--- config.mk ---
export PLATFORM = sky130hd
export DESIGN_NAME = bdc_core
export DESIGN_NICKNAME = d
export VERILOG_FILES = /design/src/hdl/bdc_pkg.sv /design/src/hdl/bdc_core.sv /design/src/hdl/bdc_sync.sv
export VERILOG_INCLUDE_DIRS = /design/src /design/src/hdl
export SDC_FILE = /design/constraint.sdc
export NUM_CORES = 1
export LEC_CHECK = 0
export BUFFER_PORTS_ARGS = -buffer_cell sky130_fd_sc_hd__buf_2
export CAP_MARGIN = 10
export CORE_UTILIZATION = 35
export DETAILED_ROUTE_END_ITERATION = 10
export PLACE_DENSITY_LB_ADDON = 0.05
export SKIP_LAST_GASP = 1
export SLEW_MARGIN = 40
export SYNTH_ARGS = -nofsm -noshare
export SYNTH_HDL_FRONTEND = slang
export SYNTH_SLANG_ARGS = --single-unit
--- constraint.sdc ---
create_clock -name core_clk_i -period 3.05 [get_ports core_clk_i]
set_clock_uncertainty 0.1 [all_clocks]
set_input_delay 0.61 -clock core_clk_i [delete_from_list [all_inputs] [get_ports core_clk_i]]
set_output_delay 0.61 -clock core_clk_i [all_outputs]
set_load 0.05 [all_outputs]
--- src/hdl/bdc_defines.svh ---
`ifndef BDC_DEFINES_SVH
`define BDC_DEFINES_SVH
// Clock rate in Hz
`define BDC_CLK_HZ        20000000
// Nominal constant off-time, ns
`define BDC_TOFF_NS       25000
// Crossover dead time, ns (typical)
`define BDC_TCOD_NS       400
// Standby delay, us
`define BDC_TSTBY_US      1000
// Off-time, rounded down to whole cycles
`define BDC_TOFF_CYC      ((`BDC_TOFF_NS * (`BDC_CLK_HZ / 1000000)) / 1000)
// Dead time is a least time: round up
`define BDC_TCOD_CYC      ((`BDC_TCOD_NS * (`BDC_CLK_HZ / 1000000) + 999) / 1000)
`define BDC_TSTBY_CYC     (`BDC_TSTBY_US * (`BDC_CLK_HZ / 1000000))
`define BDC_FAST_PCT      50
`define BDC_CNT_W         16
`define BDC_ONE           16'h0001
`define BDC_ZERO          16'h0000
`endif

--- src/hdl/bdc_pkg.sv ---
`include "bdc_defines.svh"
package bdc_pkg;
  // Bridge leg drive: high-side and low-side gate for one output
  typedef struct packed {
    logic hs;
    logic ls;
  } bdc_leg_t;

  typedef enum logic [6:0] {
    BDC_S_COAST = 7'b0000001,
    BDC_S_DRIVE = 7'b0000010,
    BDC_S_FAST  = 7'b0000100,
    BDC_S_DEAD  = 7'b0001000,
    BDC_S_SLOW  = 7'b0010000,
    BDC_S_BRAKE = 7'b0100000,
    BDC_S_STBY  = 7'b1000000
  } bdc_state_t;
endpackage : bdc_pkg

--- src/hdl/bdc_core.sv ---
// Contract
// - both inputs high brakes via slow decay
// - brake holds while both inputs stay high
// - synchronous rectification on at decay start
// - zero current turns rectification off
// - trip gives fast decay, half off-time
// - slow decay for off-time remainder
// - all drivers off for dead time
// - no rectification during dead time
// - constant off-time of 25 us
// - trip resets latch, diagonal pair off
// - input decode; coast, standby after 1 ms
`include "bdc_defines.svh"
module bdc_core #(
  parameter int TOFF_CYC  = `BDC_TOFF_CYC,   // Off-time in cycles
  parameter int TCOD_CYC  = `BDC_TCOD_CYC,   // Dead time in cycles
  parameter int TSTBY_CYC = `BDC_TSTBY_CYC   // Standby delay in cycles
) (
  input  wire logic          core_clk_i,       // 20 MHz clock
  input  wire logic          rst_n_i,          // Sync reset, active low
  input  wire logic          drive_input_a_i,  // Pin input A
  input  wire logic          drive_input_b_i,  // Pin input B
  input  wire logic          current_trip_i,   // Sense comparator trip (pin domain)
  input  wire logic          zero_current_i,   // Zero-current detect (pin domain)
  output bdc_pkg::bdc_leg_t  bridge_output_a_o, // Gates of output A leg
  output bdc_pkg::bdc_leg_t  bridge_output_b_o, // Gates of output B leg
  output logic               sync_rect_o,      // Rectification active
  output logic               standby_o,        // Low-power standby
  output bdc_pkg::bdc_state_t state_o          // Bridge state
);
  import bdc_pkg::*;

  localparam logic [`BDC_CNT_W-1:0] TOFF_C  = TOFF_CYC[`BDC_CNT_W-1:0];
  localparam logic [`BDC_CNT_W-1:0] FAST_C  = 16'((TOFF_CYC * `BDC_FAST_PCT) / 100);
  localparam logic [`BDC_CNT_W-1:0] TCOD_C  = TCOD_CYC[`BDC_CNT_W-1:0];
  localparam logic [`BDC_CNT_W-1:0] TSTBY_C = TSTBY_CYC[`BDC_CNT_W-1:0];

  logic [3:0] raw;
  logic [3:0] syn;
  assign raw = {zero_current_i, current_trip_i, drive_input_b_i, drive_input_a_i};

  genvar g;
  generate
    for (g = 0; g < 4; g++) begin : g_sync
      bdc_sync u_sync (
        .core_clk_i (core_clk_i),
        .rst_n_i    (rst_n_i),
        .async_i    (raw[g]),
        .sync_o     (syn[g])
      );
    end
  endgenerate

  wire in_a  = syn[0];
  wire in_b  = syn[1];
  wire trip  = syn[2];
  wire zero  = syn[3];
  wire fwd   = in_a & ~in_b;
  wire rev   = ~in_a & in_b;
  wire brake = in_a & in_b;
  wire coast = ~in_a & ~in_b;

  bdc_state_t               state_reg, state_next;
  logic [`BDC_CNT_W-1:0]    off_cnt_reg, off_cnt_next;
  logic [`BDC_CNT_W-1:0]    cod_cnt_reg, cod_cnt_next;
  logic [`BDC_CNT_W-1:0]    stb_cnt_reg, stb_cnt_next;
  logic                     dir_fwd_reg, dir_fwd_next;
  logic                     sr_reg, sr_next;

  wire off_done  = (off_cnt_reg >= TOFF_C - `BDC_ONE);
  wire fast_done = (off_cnt_reg >= FAST_C - `BDC_ONE);
  wire cod_done  = (cod_cnt_reg >= TCOD_C - `BDC_ONE);
  wire stb_done  = (stb_cnt_reg >= TSTBY_C - `BDC_ONE);
  wire drive_sel = fwd | rev;

  // Off-time keeps counting through the dead time so the period stays fixed
  wire in_decay = (state_reg == BDC_S_FAST) | (state_reg == BDC_S_DEAD) | (state_reg == BDC_S_SLOW);

  always_comb begin
    state_next   = state_reg;
    dir_fwd_next = dir_fwd_reg;
    cod_cnt_next = `BDC_ZERO;
    off_cnt_next = in_decay ? `BDC_CNT_W'(off_cnt_reg + `BDC_ONE) : `BDC_ZERO;
    stb_cnt_next = (coast && !stb_done) ? `BDC_CNT_W'(stb_cnt_reg + `BDC_ONE) : (coast ? stb_cnt_reg : `BDC_ZERO);
    sr_next      = 1'b0;
    case (state_reg)
      BDC_S_COAST, BDC_S_STBY: begin
        if (brake) begin
          state_next = BDC_S_BRAKE;
        end else if (drive_sel) begin
          state_next   = BDC_S_DRIVE;
          dir_fwd_next = fwd;
        end else if (stb_done) begin
          state_next = BDC_S_STBY;
        end
      end
      BDC_S_DRIVE: begin
        dir_fwd_next = fwd;
        if (brake) begin
          state_next = BDC_S_BRAKE;
        end else if (coast) begin
          state_next = BDC_S_COAST;
        end else if (trip) begin
          state_next = BDC_S_FAST;
          sr_next    = ~zero;
        end
      end
      BDC_S_FAST: begin
        sr_next = sr_reg & ~zero;
        if (fast_done) begin
          state_next = BDC_S_DEAD;
          sr_next    = 1'b0;
        end
      end
      BDC_S_DEAD: begin
        cod_cnt_next = `BDC_CNT_W'(cod_cnt_reg + `BDC_ONE);
        sr_next      = 1'b0;
        if (cod_done) begin
          state_next = BDC_S_SLOW;
          sr_next    = ~zero;
        end
      end
      BDC_S_SLOW: begin
        sr_next = sr_reg & ~zero;
        if (off_done) begin
          sr_next = 1'b0;
          if (brake) begin
            state_next = BDC_S_BRAKE;
          end else if (drive_sel) begin
            state_next   = BDC_S_DRIVE;
            dir_fwd_next = fwd;
          end else begin
            state_next = BDC_S_COAST;
          end
        end
      end
      BDC_S_BRAKE: begin
        if (!brake) begin
          state_next   = coast ? BDC_S_COAST : BDC_S_DRIVE;
          dir_fwd_next = fwd;
        end
      end
      default: begin
        state_next = BDC_S_COAST;
      end
    endcase
  end

  // Leg gate decode from the next state, so the outputs are registered
  wire nd_drive = (state_next == BDC_S_DRIVE);
  wire nd_fast  = (state_next == BDC_S_FAST);
  wire nd_slow  = (state_next == BDC_S_SLOW) | (state_next == BDC_S_BRAKE);
  // Fast decay reverses the diagonal; only with rectification are gates on,
  // otherwise the body diodes carry the current.
  wire fa_hs = nd_drive & dir_fwd_next | nd_fast & sr_next & ~dir_fwd_next;
  wire fa_ls = nd_drive & ~dir_fwd_next | nd_fast & sr_next & dir_fwd_next;
  wire fb_hs = nd_drive & ~dir_fwd_next | nd_fast & sr_next & dir_fwd_next;
  wire fb_ls = nd_drive & dir_fwd_next | nd_fast & sr_next & ~dir_fwd_next;
  // Slow decay: both low sides; brake keeps them on regardless of current
  wire sl_on = (state_next == BDC_S_BRAKE) | (nd_slow & sr_next);

  always_ff @(posedge core_clk_i) begin
    if (!rst_n_i) begin
      state_reg         <= BDC_S_COAST;
      off_cnt_reg       <= `BDC_ZERO;
      cod_cnt_reg       <= `BDC_ZERO;
      stb_cnt_reg       <= `BDC_ZERO;
      dir_fwd_reg       <= 1'b0;
      sr_reg            <= 1'b0;
      bridge_output_a_o <= '0;
      bridge_output_b_o <= '0;
      sync_rect_o       <= 1'b0;
      standby_o         <= 1'b0;
      state_o           <= BDC_S_COAST;
    end else begin
      state_reg         <= state_next;
      off_cnt_reg       <= off_cnt_next;
      cod_cnt_reg       <= cod_cnt_next;
      stb_cnt_reg       <= stb_cnt_next;
      dir_fwd_reg       <= dir_fwd_next;
      sr_reg            <= sr_next;
      bridge_output_a_o <= '{hs: fa_hs, ls: fa_ls | sl_on};
      bridge_output_b_o <= '{hs: fb_hs, ls: fb_ls | sl_on};
      sync_rect_o       <= sr_next;
      standby_o         <= (state_next == BDC_S_STBY);
      state_o           <= state_next;
    end
  end
endmodule : bdc_core

--- src/hdl/bdc_sync.sv ---
// Three-stage input synchroniser: output moves once stages two and three agree
module bdc_sync (
  input  wire logic core_clk_i,  // Clock
  input  wire logic rst_n_i,     // Sync reset, active low
  input  wire logic async_i,     // Pin input
  output logic      sync_o       // Filtered level
);
  logic s1_reg;
  logic s2_reg;
  logic s3_reg;
  wire  agree = (s2_reg == s3_reg);

  always_ff @(posedge core_clk_i) begin
    if (!rst_n_i) begin
      s1_reg <= 1'b0;
      s2_reg <= 1'b0;
      s3_reg <= 1'b0;
      sync_o <= 1'b0;
    end else begin
      s1_reg <= async_i;
      s2_reg <= s1_reg;
      s3_reg <= s2_reg;
      if (agree) begin
        sync_o <= s3_reg;
      end
    end
  end
endmodule : bdc_sync

### Yosys cells after proc, flatten, opt, wreduce, memory -nomap -nowiden

Index checks and enable logic that the tools add are counted.

* register bits after elaboration: 78
* logic and storage cells: 108
* input bits: 6

* $add $sub $neg: 3
* muxes and demuxes: 28
* equal/unequal tests: 17
* $lt $le $gt $ge: 4
* reduce and logical (&&, ||, !) cells: 5
* bitwise logic cells: 24

Operator list (count)
* 7-bit 2-to-1 mux: 10
* 16-bit by 1-bit adder with 16-bit output (second input constant): 3
* 7-bit case mux with 6 select lines: 1
* 16-bit 2-to-1 mux: 2
* 16-bit by 15-bit >= comparator with 1-bit output (second input constant): 1
* 16-bit by 3-bit >= comparator with 1-bit output (second input constant): 1
* 16-bit by 8-bit >= comparator with 1-bit output (second input constant): 1
* 16-bit by 9-bit >= comparator with 1-bit output (second input constant): 1
* 7-bit by 2-bit equality test with 1-bit output (second input constant): 2
* 7-bit by 3-bit equality test with 1-bit output (second input constant): 2
* 7-bit by 5-bit equality test with 1-bit output (second input constant): 2
* 7-bit by 6-bit equality test with 1-bit output (second input constant): 2
* 7-bit equality test (second input constant): 2
* 1-bit AND: 11
* 1-bit 2-to-1 mux: 10
* 1-bit OR: 9
* 1-bit case mux with 4 select lines: 2
* 7-bit by 1-bit equality test with 1-bit output (second input constant): 1
* 7-bit by 4-bit equality test with 1-bit output (second input constant): 1
* 6-bit 2-to-1 mux: 1
* 1-bit equality test: 4
* 2-bit 2-to-1 mux: 2
* 1-bit NOT: 4
* 2-bit AND reduction: 2
* 4 further kinds: 4

### Longest topological paths before layout

* depth after elaboration: 12
* depth in mapped cells: 10
* depth with buffers taken out: 9

### Hierarchy

A second synthesis with hierarchy kept.

* cell total of the unflattened synthesis: 410
* area, all modules: 3582.2 um2

Modules (own cells, without submodules)
* bdc_core: seq. area each 1241.2 um2, cells each 370, area an instance 3116.7 um2, instances 1
* bdc_sync: seq. area each 80.1 um2, cells each 10, area an instance 116.4 um2, instances 4

### Least setup slack after synthesis

Ideal clock, no wire load.

* kind: reg-to-reg
* start point: register state_reg[6]
* end point: register bridge_output_a_o[0] (netlist name)
* stages on the path, launching flop included: 9
* required time: 2871 ps
* setup time: 79 ps
* data arrival time: 2360 ps
* setup slack: 511 ps
* path through: dfxtp_1 -> buf_2 -> nor4b_1 -> a211oi_1 -> o22a_1 -> a2111oi_2 -> mux2i_2 -> nand3b_1 -> o211ai_1

* word-level cells in the longest chain between the ends: 9

Ends and longest elaborated chain
* start, declared: RTL line bdc_core.sv:63 `bdc_state_t state_reg, state_next;`
* start signal, assigned: RTL line bdc_core.sv:176 `state_reg <= state_next;`
* 7-bit 2-to-1 mux (on tied branches): RTL line bdc_core.sv:103, bdc_core.sv:93
* 7-bit 2-to-1 mux (on tied branches): RTL line bdc_core.sv:101, bdc_core.sv:90
* 7-bit 2-to-1 mux (on tied branches): RTL line bdc_core.sv:99, bdc_core.sv:88
* 7-bit case mux with 6 select lines: RTL line bdc_core.sv:86 `case (state_reg)`
* 7-bit by 3-bit equality test with 1-bit output, or another cell as far along: RTL line bdc_core.sv:151 `wire nd_fast = (state_next == BDC_S_FAST);`
* 1-bit AND or 1-bit OR (tied branches): RTL line bdc_core.sv:156, bdc_core.sv:152
* 1-bit AND (on tied branches): RTL line bdc_core.sv:156, bdc_core.sv:160
* 1-bit OR (on tied branches): RTL line bdc_core.sv:156, bdc_core.sv:160
* 1-bit OR (*): RTL line bdc_core.sv:182 `bridge_output_a_o <= '{hs: fa_hs, ls: fa_ls | sl_on};`
* end signal, assigned: RTL line bdc_core.sv:182
* end, declared: RTL line bdc_core.sv:25 `output bdc_pkg::bdc_leg_t bridge_output_a_o,`

Every way passes the cells marked *; elsewhere a longest branch is shown, timed or not.
A chain may end at the register's enable or synchronous reset.

### Worst setup path after layout

* start point: register state_reg[6]
* end point: register bridge_output_b_o[1] (netlist name)

* word-level cells in the longest chain between the ends: 8

Ends and longest elaborated chain
* 7-bit 2-to-1 mux (on tied branches): RTL line bdc_core.sv:103, bdc_core.sv:93
* 7-bit 2-to-1 mux (on tied branches): RTL line bdc_core.sv:101, bdc_core.sv:90
* 7-bit 2-to-1 mux (on tied branches): RTL line bdc_core.sv:99, bdc_core.sv:88
* 7-bit case mux with 6 select lines: RTL line bdc_core.sv:86
* 7-bit by 3-bit equality test with 1-bit output: RTL line bdc_core.sv:151
* 1-bit AND (2 in a row): RTL line bdc_core.sv:157 `wire fb_hs = nd_drive & ~dir_fwd_next | nd_fast & sr_next & dir_fwd_next;`
* 1-bit OR (*): RTL line bdc_core.sv:157
* end signal, assigned: RTL line bdc_core.sv:183 `bridge_output_b_o <= '{hs: fb_hs, ls: fb_ls | sl_on};`
* end, declared: RTL line bdc_core.sv:26 `output bdc_pkg::bdc_leg_t bridge_output_b_o,`

Marks and branches as above.

==> results.yml <==
status:
  status: "finished, final reports clean"
pwr:
  seqPwrFrac_pct: 57.3
  netSwitchingFraction_pct: 21.6
  p_int_w: 0.00142
  p_sw_w: 0.000391
  power_density_nw_per_um2: 464
  combPwrFrac_pct: 2.0
  power.leakage_nw: 1.42
  pwr-share-clk_pct: 40.8
  total_power_w: 0.00181
  peakVddDrop_mv: 0.182
setup_path:
  critPathRequiredTime_ns: 3.22
  end_kind: "register"
  worstRegToRegCells: 7
  crit-reg2reg-launch: "state_reg[6]"
  crit_arrival_ns: 2.63
  critPathKind: "reg2reg"
  startpoint_type: "register"
  critPathMaxFanout: 14
  rrSetupSlack_ns: 0.59
  reg2reg_to: "bridge_output_b_o[1]"
clock_tree:
  cts-buffers-inserted: 9
  max-clock-path-buffers: 2
  cts_resized: 0
  clk_pin_slew_ns: 0.08
  cts_max_level: 3
  cts_tree: "done"
  postCtsHoldBufs: 0
  root_buffer: "clkbuf_8"
  cts_setup_buffers: 0
  insertion_delay_ns: 0.35
  cts.sinks: 78
grt:
  grt_max_degree: 19
  antenna_found_initial: 0
  grt-ovfl-total: 0
  grt_pass1_vias: 2458
  track_usage_pct: 15.2
  grt_first_pass_wirelength_um: 12100
sta:
  rsz0062_at_grt: "no"
  fmax_mhz: 407
  relSlewSlack_pct: 65.6
  fin_crit_ns: 2.46
  fin_setup_tns_ns: 0
  setup_viol: 0
  report.final.slew_viol_count: 0
  tightestPinTransition_ns: 0.515
  hold_viol: 0
  fin_crit_sh_pct: 80.6
finish:
  nets: 438
  diodes: 0
  syn2layout_area_growth_pct: 11.2
  design_area_um2: 3900
  drive_gt1_share_pct: 10.3
die:
  die_w_um: 102
  rows: 36
  start_util_pct: 36.0
  die_h_um: 102
  dieArea_um2: 10400
  ioPinCount: 19
  core_area_um2: 9730
yosys:
  syn_area_per_cell_um2: 8.66
  synth_area_um2: 3510
  synth_ff_type: "dfxtp_1"
  synth.area.top_cells: "dfxtp_1, xor2_1, nor2_1"
  synth_top_cell_by_area: "dfxtp_1"
  synth_edf_count: 0
  synth_nets: 420
  yosysWarnings: 0
  synthArstFlopShare_pct: 0
  synth_commonest_cells: "dfxtp_1, nor2_1, xor2_1"
  synth_cells: 405
  yosysUniqueCellTypes: 49
  yosysTopAreaCellShare_pct: 44.5
  synth_seq_cells: 78
  yosysSeqAreaShare_pct: 44.5
  synth.most_common_cell: "dfxtp_1"
detailed_routing:
  final_antenna_net_count: 0
  firstDrtPassIters: 4
  drt-vias-per-instance: 4.80
  vias: 2694
  drt_iter0_drc: 94
  drc: 0
  wl_um: 7110
  wire_per_inst_um: 12.7
worst_hold_path:
  min_to: "g_sync[1].u_sync.s2_reg"
  hp-class: "reg2reg"
  hold-path-cell-count: 1
  min_from: "g_sync[1].u_sync.s1_reg"
place:
  routabilityCongestion: 0.841
  port_buffers: 18
  dp.final_hpwl_um: 5030
  placed_area_um2: 3720
job:
  maxCapViolCount: 0
[cell type report]
class | count | area, µm²
fillers | 1031 | 5830
flip-flops and latches | 78 | 1560
inverters | 15 | 56.3
multi-input cells | 296 | 1810
clock buffers | 11 | 131
well taps | 133 | 166
repair buffers | 23 | 128
clock inverters | 5 | 50.0
[metrics by stage]
step | hold WS, ns | std cells | util (%) | setup WS, ns
final | 0.335 | 561 | 40.1 | 0.590
after global placement | 0.315 | 545 | 38.2 | 0.701
after floorplan | 0.312 | 405 | - | 0.511
after detailed placement | 0.322 | 545 | 38.2 | 0.599
after CTS | 0.340 | 561 | 40.1 | 0.588
after global routing | 0.339 | 561 | 40.1 | 0.391
[layer usage]
layer | up-vias | track usage (%) | share of wire (%)
met2 | 24 | 21.8 | 42
met5 | - | 0 | 0
met1 | 1237 | 20.8 | 52
met3 | 15 | 4.72 | 3.2
met4 | 0 | 7.03 | 2.2
li1 | 1418 | - | -
[power groups by stage]
stage / Combinational, W / Clock (W) / Sequential, W
after floorplan: 0.0000247 / 0 / 0.00106
after global placement: 0.0000364 / 0 / 0.00106
after detailed placement: 0.0000363 / 0 / 0.00106
after CTS: 0.0000364 / 0.000774 / 0.00104
after global routing: 0.0000402 / 0.000828 / 0.00104
final: 0.0000353 / 0.000737 / 0.00104
[worst max-delay path, cell delays in order (launching register included)]
cell and delay (ns):
dfxtp_1 0.62, nor4b_1 0.32, a211oi_1 0.10, o22a_1 0.22, a2111oi_2 0.35, mux2i_2 0.41
nand3b_1 0.16, o21ai_0 0.11
[cell usage in the layout, fill, tap and decap left out, types with 7 or more instances in the layout]
master and n:
nor2_1 65, and3_1 10, nor3_1 12, nand4_1 11, a21oi_1 16, xor2_1 29, clkbuf_8 9, nor4_1 7
and2_1 15, xnor2_1 16, dfxtp_1 78, nand3_1 21, ha_1 9, inv_1 15, nand2_1 27, o21ai_0 11
buf_2 18
[worst max-delay path by stage]
stage / from / end
finish: state_reg[6] / bridge_output_b_o[1]
global route: off_cnt_reg[12] / bridge_output_b_o[1]
CTS: state_reg[6] / bridge_output_b_o[1]
detailed placement: state_reg[6] / bridge_output_b_o[1]
global placement: off_cnt_reg[0] / bridge_output_b_o[0]
floorplan: state_reg[6] / bridge_output_a_o[0]
[kinds of logic (layout without fill, tap and decap cells)]
family / count (synthesis) / count (layout) / share of synthesized area [%]
AO/OA/AOI/OAI: 50 / 50 / 9.24
XOR/XNOR: 45 / 45 / 11.2
adder cells (fa/ha/maj): 9 / 9 / 3.21
buffers and inverters: 31 / 54 / 3.96
flip-flops: 78 / 78 / 44.5
multiplexers: 2 / 2 / 0.678
AND/OR/NAND/NOR: 190 / 190 / 27.1
No activity file was read; power rests on OpenSTA's default activity.
